--- config.mk ---
export PLATFORM = sky130hd
export DESIGN_NAME = adcdc_core
export DESIGN_NICKNAME = d
export VERILOG_FILES = /design/src/shared/adcdc_pkg.sv /design/src/core/adcdc_core.sv
export VERILOG_INCLUDE_DIRS = /design/src /design/src/shared
export SDC_FILE = /design/constraint.sdc
export NUM_CORES = 1
export LEC_CHECK = 0
export ABC_CLOCK_PERIOD_IN_PS = 3350
export BUFFER_PORTS_ARGS = -buffer_cell sky130_fd_sc_hd__buf_2
export CAP_MARGIN = 5
export CORE_MARGIN = 3
export CORE_UTILIZATION = 55
export DETAILED_ROUTE_END_ITERATION = 8
export PLACE_DENSITY = 0.76
export SETUP_SLACK_MARGIN = 0.1
export SLEW_MARGIN = 30
export SYNTH_ARGS = -nofsm -noshare
export SYNTH_HDL_FRONTEND = slang
export SYNTH_SLANG_ARGS = --single-unit
--- constraint.sdc ---
create_clock -name clk -period 3.35 [get_ports clk]
set_input_delay 0.1675 -clock clk [delete_from_list [all_inputs] [get_ports clk]]
set_output_delay 0.1675 -clock clk [all_outputs]
set_load 0.005 [all_outputs]
--- src/shared/adcdc_cfg.svh ---
`ifndef ADCDC_CFG_SVH
`define ADCDC_CFG_SVH

// ****************************************************************
// Widths
// ****************************************************************
`define ADCDC_DATA_W        12
`define ADCDC_IDX_W         3
`define ADCDC_SEQ_W         2
`define ADCDC_NUM_SEQ       4
`define ADCDC_MODE_W        4

// ****************************************************************
// Register offsets (byte addresses)
// ****************************************************************
`define ADCDC_OFF_STATUS    12'h000
`define ADCDC_OFF_CLEAR     12'h004
`define ADCDC_OFF_SEQ_EN    12'h008
`define ADCDC_OFF_SEQ_STAT  12'h00C
`define ADCDC_OFF_SEQ_CLR   12'h010
`define ADCDC_OFF_HIST_RST  12'h014
`define ADCDC_OFF_CMP_BASE  12'h040
`define ADCDC_CMP_STRIDE_SH 3
`define ADCDC_CMP_LANE_BIT  2

// ****************************************************************
// Field positions
// ****************************************************************
`define ADCDC_CFG_FAULT_LSB 0
`define ADCDC_CFG_IRQ_LSB   8
`define ADCDC_THR_LO_LSB    0
`define ADCDC_THR_HI_LSB    16
`define ADCDC_RST_IRQ_LSB   16

// ****************************************************************
// Mode codes
// ****************************************************************
`define ADCDC_M_OFF          4'h0
`define ADCDC_M_LOW_EACH     4'h1
`define ADCDC_M_LOW_ENTRY    4'h2
`define ADCDC_M_LOW_EACH_H   4'h3
`define ADCDC_M_LOW_ENTRY_H  4'h4
`define ADCDC_M_MID_EACH     4'h5
`define ADCDC_M_MID_ENTRY    4'h6
`define ADCDC_M_HIGH_EACH    4'h7
`define ADCDC_M_HIGH_ENTRY   4'h8
`define ADCDC_M_HIGH_EACH_H  4'h9
`define ADCDC_M_HIGH_ENTRY_H 4'hA

`endif

--- src/shared/adcdc_pkg.sv ---
`include "adcdc_cfg.svh"

package adcdc_pkg;

    typedef logic [`ADCDC_MODE_W-1:0] adcdc_mode_t;

    typedef enum logic [1:0] {
        REG_NONE,
        REG_LOW,
        REG_MID,
        REG_HIGH
    } adcdc_region_t;

    typedef struct packed {
        logic [`ADCDC_DATA_W-1:0] value;
        logic [`ADCDC_SEQ_W-1:0]  seq;
        logic [`ADCDC_IDX_W-1:0]  comp;
    } adcdc_result_t;

    typedef struct packed {
        adcdc_mode_t irq_mode;
        adcdc_mode_t fault_mode;
    } adcdc_cfg_t;

    typedef struct packed {
        logic [`ADCDC_DATA_W-1:0] upper_threshold;
        logic [`ADCDC_DATA_W-1:0] lower_threshold;
    } adcdc_thr_t;

    typedef struct packed {
        adcdc_region_t region;
        logic          armed;
    } adcdc_hist_t;

endpackage

--- src/core/adcdc_core.sv ---
// Local design decisions: the register offsets and register access over APB.
`timescale 1ns/1ps
`include "adcdc_cfg.svh"

module adcdc_core #(
    parameter int NUM_COMP = 8
) (
    input  wire logic                     clk,
    input  wire logic                     rst_n,
    input  wire logic                     psel,
    input  wire logic                     penable,
    input  wire logic                     pwrite,
    input  wire logic [11:0]              paddr,
    input  wire logic [31:0]              pwdata,
    output logic      [31:0]              prdata,
    output logic                          pready,
    output logic                          pslverr,
    input  wire logic                     res_valid,
    input  wire adcdc_pkg::adcdc_result_t res_data,
    output logic      [NUM_COMP-1:0]      fault_trigger,
    output logic      [`ADCDC_NUM_SEQ-1:0] compare_irq_seq,
    output logic                          irq
);
    import adcdc_pkg::*;

    // ****************************************************************
    // Band and mode decoding
    // ****************************************************************
    function automatic adcdc_region_t classify(logic [`ADCDC_DATA_W-1:0] v, adcdc_thr_t t);
        if (v <= t.lower_threshold) begin
            return REG_LOW;
        end else if (v <= t.upper_threshold) begin
            return REG_MID;
        end
        return REG_HIGH;
    endfunction

    function automatic adcdc_region_t mode_target(adcdc_mode_t m);
        case (m)
            `ADCDC_M_LOW_EACH, `ADCDC_M_LOW_ENTRY,
            `ADCDC_M_LOW_EACH_H, `ADCDC_M_LOW_ENTRY_H: begin
                return REG_LOW;
            end
            `ADCDC_M_MID_EACH, `ADCDC_M_MID_ENTRY: begin
                return REG_MID;
            end
            `ADCDC_M_HIGH_EACH, `ADCDC_M_HIGH_ENTRY,
            `ADCDC_M_HIGH_EACH_H, `ADCDC_M_HIGH_ENTRY_H: begin
                return REG_HIGH;
            end
            default: begin
                return REG_NONE;
            end
        endcase
    endfunction

    function automatic logic mode_entry(adcdc_mode_t m);
        return (m == `ADCDC_M_LOW_ENTRY) || (m == `ADCDC_M_LOW_ENTRY_H) ||
               (m == `ADCDC_M_MID_ENTRY) || (m == `ADCDC_M_HIGH_ENTRY) ||
               (m == `ADCDC_M_HIGH_ENTRY_H);
    endfunction

    // Mid band has no hysteresis code at all, so it can never arm
    function automatic logic mode_hyst(adcdc_mode_t m);
        return (m == `ADCDC_M_LOW_EACH_H) || (m == `ADCDC_M_LOW_ENTRY_H) ||
               (m == `ADCDC_M_HIGH_EACH_H) || (m == `ADCDC_M_HIGH_ENTRY_H);
    endfunction

    function automatic adcdc_region_t mode_opposite(adcdc_mode_t m);
        if (!mode_hyst(m)) begin
            return REG_NONE;
        end
        return (mode_target(m) == REG_LOW) ? REG_HIGH : REG_LOW;
    endfunction

    // Off and unused codes decode to no target band and never fire
    function automatic logic mode_fires(adcdc_mode_t m, adcdc_region_t r, adcdc_hist_t h);
        logic in_band;
        logic entered;
        in_band = (r == mode_target(m));
        entered = (h.region != r);
        return in_band && (!mode_entry(m) || entered) && (!mode_hyst(m) || h.armed);
    endfunction

    // Arming follows the opposite band; entry modes disarm on output,
    // each modes disarm when the run of in-band results ends
    function automatic adcdc_hist_t hist_advance(adcdc_mode_t m, adcdc_region_t r,
                                                adcdc_hist_t h, logic fire);
        adcdc_hist_t n;
        n.region = r;
        n.armed  = h.armed;
        if (r == mode_opposite(m)) begin
            n.armed = 1'b1;
        end else if (!mode_hyst(m)) begin
            n.armed = 1'b0;
        end else if (fire && mode_entry(m)) begin
            n.armed = 1'b0;
        end else if (h.region == mode_target(m) && r != mode_target(m)) begin
            n.armed = 1'b0;
        end
        return n;
    endfunction

    localparam adcdc_hist_t HIST_INIT = '{region: REG_NONE, armed: 1'b0};

    // ****************************************************************
    // State
    // ****************************************************************
    adcdc_cfg_t                 cfg_reg       [NUM_COMP];
    adcdc_thr_t                 thr_reg       [NUM_COMP];
    adcdc_hist_t                trig_hist_reg [NUM_COMP];
    adcdc_hist_t                irq_hist_reg  [NUM_COMP];
    adcdc_hist_t                trig_hist_next[NUM_COMP];
    adcdc_hist_t                irq_hist_next [NUM_COMP];
    logic [NUM_COMP-1:0]        fault_reg;
    logic [NUM_COMP-1:0]        fault_next;
    logic [NUM_COMP-1:0]        irq_hit;
    logic [NUM_COMP-1:0]        comp_status_reg;
    logic [NUM_COMP-1:0]        comp_status_next;
    logic [`ADCDC_NUM_SEQ-1:0]  seq_en_reg;
    logic [`ADCDC_NUM_SEQ-1:0]  seq_status_reg;
    logic [`ADCDC_NUM_SEQ-1:0]  seq_status_next;
    logic [31:0]                prdata_reg;
    logic                       pslverr_reg;

    // ****************************************************************
    // Bus decode
    // ****************************************************************
    wire logic                  setup_ph   = psel && !penable;
    wire logic                  wr_en      = psel && penable && pwrite;
    wire logic [11:0]           cmp_off    = paddr - `ADCDC_OFF_CMP_BASE;
    wire logic [11:0]           cmp_span   = 12'(NUM_COMP << `ADCDC_CMP_STRIDE_SH);
    wire logic                  in_cmp     = (paddr >= `ADCDC_OFF_CMP_BASE) &&
                                             (cmp_off < cmp_span) && (paddr[1:0] == 2'h0);
    wire logic [`ADCDC_IDX_W-1:0] cmp_idx  = cmp_off[`ADCDC_CMP_STRIDE_SH +: `ADCDC_IDX_W];
    wire logic                  cmp_thr    = paddr[`ADCDC_CMP_LANE_BIT];
    wire logic                  hit_status = (paddr == `ADCDC_OFF_STATUS);
    wire logic                  hit_clear  = (paddr == `ADCDC_OFF_CLEAR);
    wire logic                  hit_seq_en = (paddr == `ADCDC_OFF_SEQ_EN);
    wire logic                  hit_seq_st = (paddr == `ADCDC_OFF_SEQ_STAT);
    wire logic                  hit_seq_cl = (paddr == `ADCDC_OFF_SEQ_CLR);
    wire logic                  hit_hist   = (paddr == `ADCDC_OFF_HIST_RST);
    wire logic                  mapped     = hit_status || hit_clear || hit_seq_en ||
                                             hit_seq_st || hit_seq_cl || hit_hist || in_cmp;

    wire logic [NUM_COMP-1:0]   clr_mask   = (wr_en && hit_clear) ?
                                             pwdata[NUM_COMP-1:0] : '0;
    wire logic [`ADCDC_NUM_SEQ-1:0] seq_clr = (wr_en && hit_seq_cl) ?
                                             pwdata[`ADCDC_NUM_SEQ-1:0] : '0;
    wire logic [NUM_COMP-1:0]   rst_trig   = (wr_en && hit_hist) ?
                                             pwdata[NUM_COMP-1:0] : '0;
    wire logic [NUM_COMP-1:0]   rst_irq    = (wr_en && hit_hist) ?
                                             pwdata[`ADCDC_RST_IRQ_LSB +: NUM_COMP] : '0;

    // Write-only and clear registers read back as zero
    logic [31:0] rd_word;
    always_comb begin
        rd_word = 32'h0000_0000;
        if (hit_status) begin
            rd_word[NUM_COMP-1:0] = comp_status_reg;
        end else if (hit_seq_en) begin
            rd_word[`ADCDC_NUM_SEQ-1:0] = seq_en_reg;
        end else if (hit_seq_st) begin
            rd_word[`ADCDC_NUM_SEQ-1:0] = seq_status_reg;
        end else if (in_cmp && !cmp_thr) begin
            rd_word[`ADCDC_CFG_FAULT_LSB +: `ADCDC_MODE_W] = cfg_reg[cmp_idx].fault_mode;
            rd_word[`ADCDC_CFG_IRQ_LSB +: `ADCDC_MODE_W]   = cfg_reg[cmp_idx].irq_mode;
        end else if (in_cmp) begin
            rd_word[`ADCDC_THR_LO_LSB +: `ADCDC_DATA_W] = thr_reg[cmp_idx].lower_threshold;
            rd_word[`ADCDC_THR_HI_LSB +: `ADCDC_DATA_W] = thr_reg[cmp_idx].upper_threshold;
        end
    end

    // ****************************************************************
    // Comparator evaluation
    // ****************************************************************
    // Only one result arrives per cycle, so one classifier serves all
    wire logic          res_ok     = res_valid && (32'(res_data.comp) < NUM_COMP);
    wire adcdc_region_t cur_region = classify(res_data.value, thr_reg[res_data.comp]);

    always_comb begin
        for (int i = 0; i < NUM_COMP; i++) begin
            trig_hist_next[i] = trig_hist_reg[i];
            irq_hist_next[i]  = irq_hist_reg[i];
            fault_next[i]     = 1'b0;
            irq_hit[i]        = 1'b0;
            if (res_ok && res_data.comp == `ADCDC_IDX_W'(i)) begin
                // Fault and interrupt sides keep separate history
                fault_next[i] = mode_fires(cfg_reg[i].fault_mode, cur_region,
                                           trig_hist_reg[i]);
                irq_hit[i]    = mode_fires(cfg_reg[i].irq_mode, cur_region,
                                           irq_hist_reg[i]);
                trig_hist_next[i] = hist_advance(cfg_reg[i].fault_mode, cur_region,
                                                 trig_hist_reg[i], fault_next[i]);
                irq_hist_next[i]  = hist_advance(cfg_reg[i].irq_mode, cur_region,
                                                 irq_hist_reg[i], irq_hit[i]);
            end
            // A software reset beats a result in the same cycle
            if (rst_trig[i]) begin
                trig_hist_next[i] = HIST_INIT;
            end
            if (rst_irq[i]) begin
                irq_hist_next[i] = HIST_INIT;
            end
        end
    end

    // ****************************************************************
    // Interrupt status
    // ****************************************************************
    // Set wins over a clear landing in the same cycle
    assign comp_status_next = (comp_status_reg & ~clr_mask) | irq_hit;
    assign seq_status_next  = (seq_status_reg & ~seq_clr) |
                              ((|irq_hit) ? `ADCDC_NUM_SEQ'(1) << res_data.seq
                                          : '0);

    assign compare_irq_seq  = seq_status_reg & seq_en_reg;
    assign irq              = |compare_irq_seq;
    assign fault_trigger    = fault_reg;
    assign prdata           = prdata_reg;
    assign pslverr          = pslverr_reg;
    // Zero wait states: read data is captured in the setup cycle
    assign pready           = 1'b1;

    // ****************************************************************
    // Registers
    // ****************************************************************
    always_ff @(posedge clk or negedge rst_n) begin
        if (!rst_n) begin
            for (int i = 0; i < NUM_COMP; i++) begin
                cfg_reg[i]       <= '0;
                thr_reg[i]       <= '0;
                trig_hist_reg[i] <= HIST_INIT;
                irq_hist_reg[i]  <= HIST_INIT;
            end
        end else begin
            for (int i = 0; i < NUM_COMP; i++) begin
                trig_hist_reg[i] <= trig_hist_next[i];
                irq_hist_reg[i]  <= irq_hist_next[i];
            end
            if (wr_en && in_cmp && !cmp_thr) begin
                cfg_reg[cmp_idx].fault_mode <=
                    pwdata[`ADCDC_CFG_FAULT_LSB +: `ADCDC_MODE_W];
                cfg_reg[cmp_idx].irq_mode   <=
                    pwdata[`ADCDC_CFG_IRQ_LSB +: `ADCDC_MODE_W];
            end
            if (wr_en && in_cmp && cmp_thr) begin
                thr_reg[cmp_idx].lower_threshold <=
                    pwdata[`ADCDC_THR_LO_LSB +: `ADCDC_DATA_W];
                thr_reg[cmp_idx].upper_threshold <=
                    pwdata[`ADCDC_THR_HI_LSB +: `ADCDC_DATA_W];
            end
        end
    end

    always_ff @(posedge clk or negedge rst_n) begin
        if (!rst_n) begin
            fault_reg       <= '0;
            comp_status_reg <= '0;
            seq_status_reg  <= '0;
            seq_en_reg      <= '0;
        end else begin
            fault_reg       <= fault_next;
            comp_status_reg <= comp_status_next;
            seq_status_reg  <= seq_status_next;
            if (wr_en && hit_seq_en) begin
                seq_en_reg <= pwdata[`ADCDC_NUM_SEQ-1:0];
            end
        end
    end

    always_ff @(posedge clk or negedge rst_n) begin
        if (!rst_n) begin
            prdata_reg  <= 32'h0000_0000;
            pslverr_reg <= 1'b0;
        end else if (setup_ph) begin
            prdata_reg  <= pwrite ? 32'h0000_0000 : rd_word;
            pslverr_reg <= !mapped;
        end
    end

endmodule

==> implementation parameters <==
Parameter                              Value

Route
  DRT Pass-1 Iters    9
  Via total after detailed routing    about 20000
  Per-cell via count in the routed design    6.66
  Remaining antenna violation count    0
  Sum of routed wire length over all layers    between 70000 and 80000 um
  Initial drt markers    2298
  Number of DRC violations after detailed routing    1
  Wire per inst    25.8 um

Placement
  Count of input and output buffers    96
  Final weighted congestion of routability-driven global placement    approximately 0.94
  Post-Place Setup Slack    -0.702 ns
  HPWL reported at the end of detailed placement    49700 um

Clock network
  CTS H-Tree Depth    2
  TritonCTS clock tree    built
  Clock root cell    sky130_fd_sc_hd__clkbuf_16
  CTS max path bufs    3
  Clock latency reported for the late side of the worst-skew pair    a little under 0.6 ns
  Clock buffers created by TritonCTS    40
  Clock sinks    about 350
  Clock-pin slew of the registers on the worst-case setup and hold paths    0.06 ns

Finish
  Number of flip-flops under the largest register name    ~190
  Share of final-layout standard cells stronger than drive strength 1    0.397
  Number of diodes added for antenna fixing    0
  Fill count    2663
  Final #Nets    between 2000 and 3000
  Area growth, synth to finish    25.4%

GRT
  Number of global-route vias before repair    roughly 20000
  GRT busiest layer    met2
  First-pass GRT wire length    115000 um
  Remaining Overflow, GRT    0
  GRT met2 Usage    0.577
  Pin count of the biggest net entering global routing    113
  Number of antenna violations at the first check in global routing    2
  Global routing usage summed across all routing layers    0.356
  Global-route track usage on met3    0.0701
  Global-route track usage on met1    0.445

Synthesis
  Number of flops mapped to enable cells by yosys    0
  Commonest cells in the netlist    353 x sky130_fd_sc_hd__dfrtp_1, 276 x sky130_fd_sc_hd__mux2_2, 150 x sky130_fd_sc_hd__nand2_1
  Post-synthesis share of cell area spent on xor and xnor gates    0.00961
  Main combinational cell family by area after synthesis    multiplexers
  Compound-cell area share of the yosys netlist    0.153
  Sequential element share of the synthesized area    0.406
  Simple-gate share of the synthesized area    0.121
  Adder-cell area share of the yosys netlist    0.0506
  Post-synthesis cell type with the largest combined area    sky130_fd_sc_hd__dfrtp_1
  Fraction of synthesized area in multiplexers    0.213
  Most common cell in the synthesized netlist    sky130_fd_sc_hd__dfrtp_1
  Area share of the largest cell type after synthesis    0.406
  Async S/R FF share, synth    1.00
  Avg Cell Area, Syn    roughly 10 sq um
  Mapped cell area    around 22000 sq um
  Synth Flop Type    sky130_fd_sc_hd__dfrtp_1
  Synthesized flop and latch total    353
  Cells taking the most area after synthesis    sky130_fd_sc_hd__dfrtp_1 41%, sky130_fd_sc_hd__mux2_2 14%, sky130_fd_sc_hd__ha_1 5.1%, sky130_fd_sc_hd__mux4_2 5.0%, sky130_fd_sc_hd__o22ai_1 3.7%
  Unique cell type count in the Yosys netlist    just under 90
  Syn. warnings    0
  Number of standard cells after synthesis    between 2000 and 2500

STA
  Worst clock skew on the final layout    between 0.015 and 0.02 ns
  Max frequency    roughly 260 MHz
  Number of failing hold endpoints at the final stage    0
  Transition time at the pin with the least slew margin    roughly 0.89 ns
  Number of pins with negative max-slew slack in the final report    0
  Post-route setup TNS    -8.24 ns
  Unrepaired setup endpoints after global routing    yes
  Final critical-path setup slack    -0.447 ns
  Relative slew slack    0.408
  Final period utilization    1.13
  Total of endpoints with negative setup slack in the final report    34
  Min Tclk post-route    around 3.8 ns

Worst setup path
  Cell-by-cell listing of the critical path    mux4_2, mux2_4, ha_4, nor2b_4, o211ai_1, a211o_1, buf_4, a31o_4, xnor2_2, o211ai_1, a221oi_2, buf_4, a2111oi_4, buf_4, a41oi_2
  CP Launch Type    flip-flop
  Cell with the largest stage delay on the worst path    sky130_fd_sc_hd__mux4_2
  Startpoint-to-endpoint class of the critical path    flip-flop to flip-flop
  Data required time at the worst endpoint    approximately 3.8 ns
  Flop2flop setup slack    -0.45 ns
  Most Frequent Cell on Critical Path    sky130_fd_sc_hd__buf_4
  Largest fanout on the critical path    8
  Dominant delay contributor by cell family on the critical path    compound AO/OA/AOI/OAI gates
  Max stage delay on crit path    just under 0.5 ns
  WP buf/inv    3
  Critical path arrival    4.23 ns
  Type of element capturing the critical path    flip-flop

Die
  Initial standard-cell utilization of the core    0.560
  Core outline area    about 39000 sq um
  Die footprint    42000 sq um
  Number of primary I/O pins    roughly 110
  Chip width    approximately 200 um
  Core Rows    72
  Height of the die    a little over 200 um

Power
  Worst ir drop on vdd    just over 0.4 mV
  Cell Pwr Density    between 300 and 400 nW/um^2
  Static power due to leakage    12.6 nW

Job
  Maximum capacitance violations    0

Outcome
  Run status    finished with violations
  Failing checks    DRC, setup timing

Min path
  Hold Crit Class    primary input to flip-flop
kinds of logic after synthesis:
family          count (synthesis)
other cells                     2
compound gates                512
fa+ha+maj                      88
flops                         353
xor+xnor                       23
buf+inv                       216
mux                           368
simple gates                  512
power breakdown:
part | internal [W] | leakage [nW] | total [W] | switching, W
sequential | 0.00436 | 4.84 | 0.00453 | 0.000173
clock | 0.00268 | 0.663 | 0.00457 | 0.00189
combinational | 0.000592 | 7.13 | 0.00141 | 0.000813
repair_timing:
item                       in CTS  in global routing
hold endpoints to repair      112                  0
setup buffers                  24                 26
setup endpoints to repair      35                 47
pin swaps                      27                 43
hold buffers                   14                  0
gates resized for setup        80                 80
cloned                          3                  1
path summary, 6_finish.rpt:
kind,from,depth (start not counted),endpoint
max in group asynchronous,rst_n,3,prdata[24]
worst max register to register,thr_reg[132],15,seq_status_reg[2]
worst min register to register,pslverr,1,pslverr
worst min-delay path,pwdata[23],2,irq_hist_reg[2]
min in group asynchronous,rst_n,2,fault_trigger[1]
worst max-delay path,thr_reg[132],15,seq_status_reg[2]
cells in the final DEF (no fill, tap or decap), types with 11 or more instances in the layout:
cell type / n
sky130_fd_sc_hd__nor2b_1: 14
sky130_fd_sc_hd__dfrtp_1: 353
sky130_fd_sc_hd__a21oi_1: 71
sky130_fd_sc_hd__buf_12: 22
sky130_fd_sc_hd__buf_4: 301
sky130_fd_sc_hd__a31oi_1: 12
sky130_fd_sc_hd__ha_1: 84
sky130_fd_sc_hd__nor3_1: 18
sky130_fd_sc_hd__clkbuf_8: 11
sky130_fd_sc_hd__nor4_1: 29
sky130_fd_sc_hd__o21a_1: 17
sky130_fd_sc_hd__buf_6: 14
sky130_fd_sc_hd__mux2i_1: 22
sky130_fd_sc_hd__a21oi_2: 22
sky130_fd_sc_hd__mux2_2: 274
sky130_fd_sc_hd__a22oi_1: 16
sky130_fd_sc_hd__nand2_1: 143
sky130_fd_sc_hd__o21ai_0: 107
sky130_fd_sc_hd__o22ai_1: 126
sky130_fd_sc_hd__nand2b_1: 39
sky130_fd_sc_hd__nand3_1: 34
sky130_fd_sc_hd__dlygate4sd3_1: 14
sky130_fd_sc_hd__nor2_1: 121
sky130_fd_sc_hd__xnor2_1: 14
sky130_fd_sc_hd__buf_2: 94
sky130_fd_sc_hd__mux4_2: 48
sky130_fd_sc_hd__inv_1: 57
sky130_fd_sc_hd__clkbuf_16: 41
sky130_fd_sc_hd__a22o_1: 18
metrics by stage:
step                std cells  area, sq um   util  total power [W]  hold slack [ns]
finish                   2964        27300  0.702           0.0105           0.0258
global route             2964        27300  0.702           0.0108           0.0359
CTS                      2938        26700  0.687           0.0104          0.00230
detailed placement       2828        24600  0.633          0.00572            0.177
global placement         2828        24600  0.633          0.00568            0.173
floorplan                2081        21900      -          0.00521           -0.128
cell type report:
type / count / area, sq um / area share
inverter: 57 / 214 / 0.00785
clock inverter: 12 / 158 / 0.00578
timing repair buffer: 452 / 3600 / 0.132
multi-input combinational: 1513 / 12600 / 0.463
tap: 518 / 648 / 0.0238
sequential: 353 / 8830 / 0.324
clock buffer: 59 / 1180 / 0.0434
routing by layer:
metal	vias up	part of all wire
li1	8392	-
met1	9693	0.37
met2	1258	0.47
met3	394	0.097
met4	6	0.066
met5	-	0.00040
worst register-to-register path: stages, from the launching register on:
cell and delay, ns:
sky130_fd_sc_hd__dfrtp_1 0.42, sky130_fd_sc_hd__mux4_2 0.49, sky130_fd_sc_hd__mux2_4 0.30, sky130_fd_sc_hd__ha_4 0.16
sky130_fd_sc_hd__nor2b_4 0.09, sky130_fd_sc_hd__o211ai_1 0.08, sky130_fd_sc_hd__a211o_1 0.35, sky130_fd_sc_hd__buf_4 0.16
sky130_fd_sc_hd__a31o_4 0.28, sky130_fd_sc_hd__xnor2_2 0.15, sky130_fd_sc_hd__o211ai_1 0.22, sky130_fd_sc_hd__a221oi_2 0.10
sky130_fd_sc_hd__buf_4 0.16, sky130_fd_sc_hd__a2111oi_4 0.33, sky130_fd_sc_hd__buf_4 0.21, sky130_fd_sc_hd__a41oi_2 0.14
(Power assumes the default switching activity.)
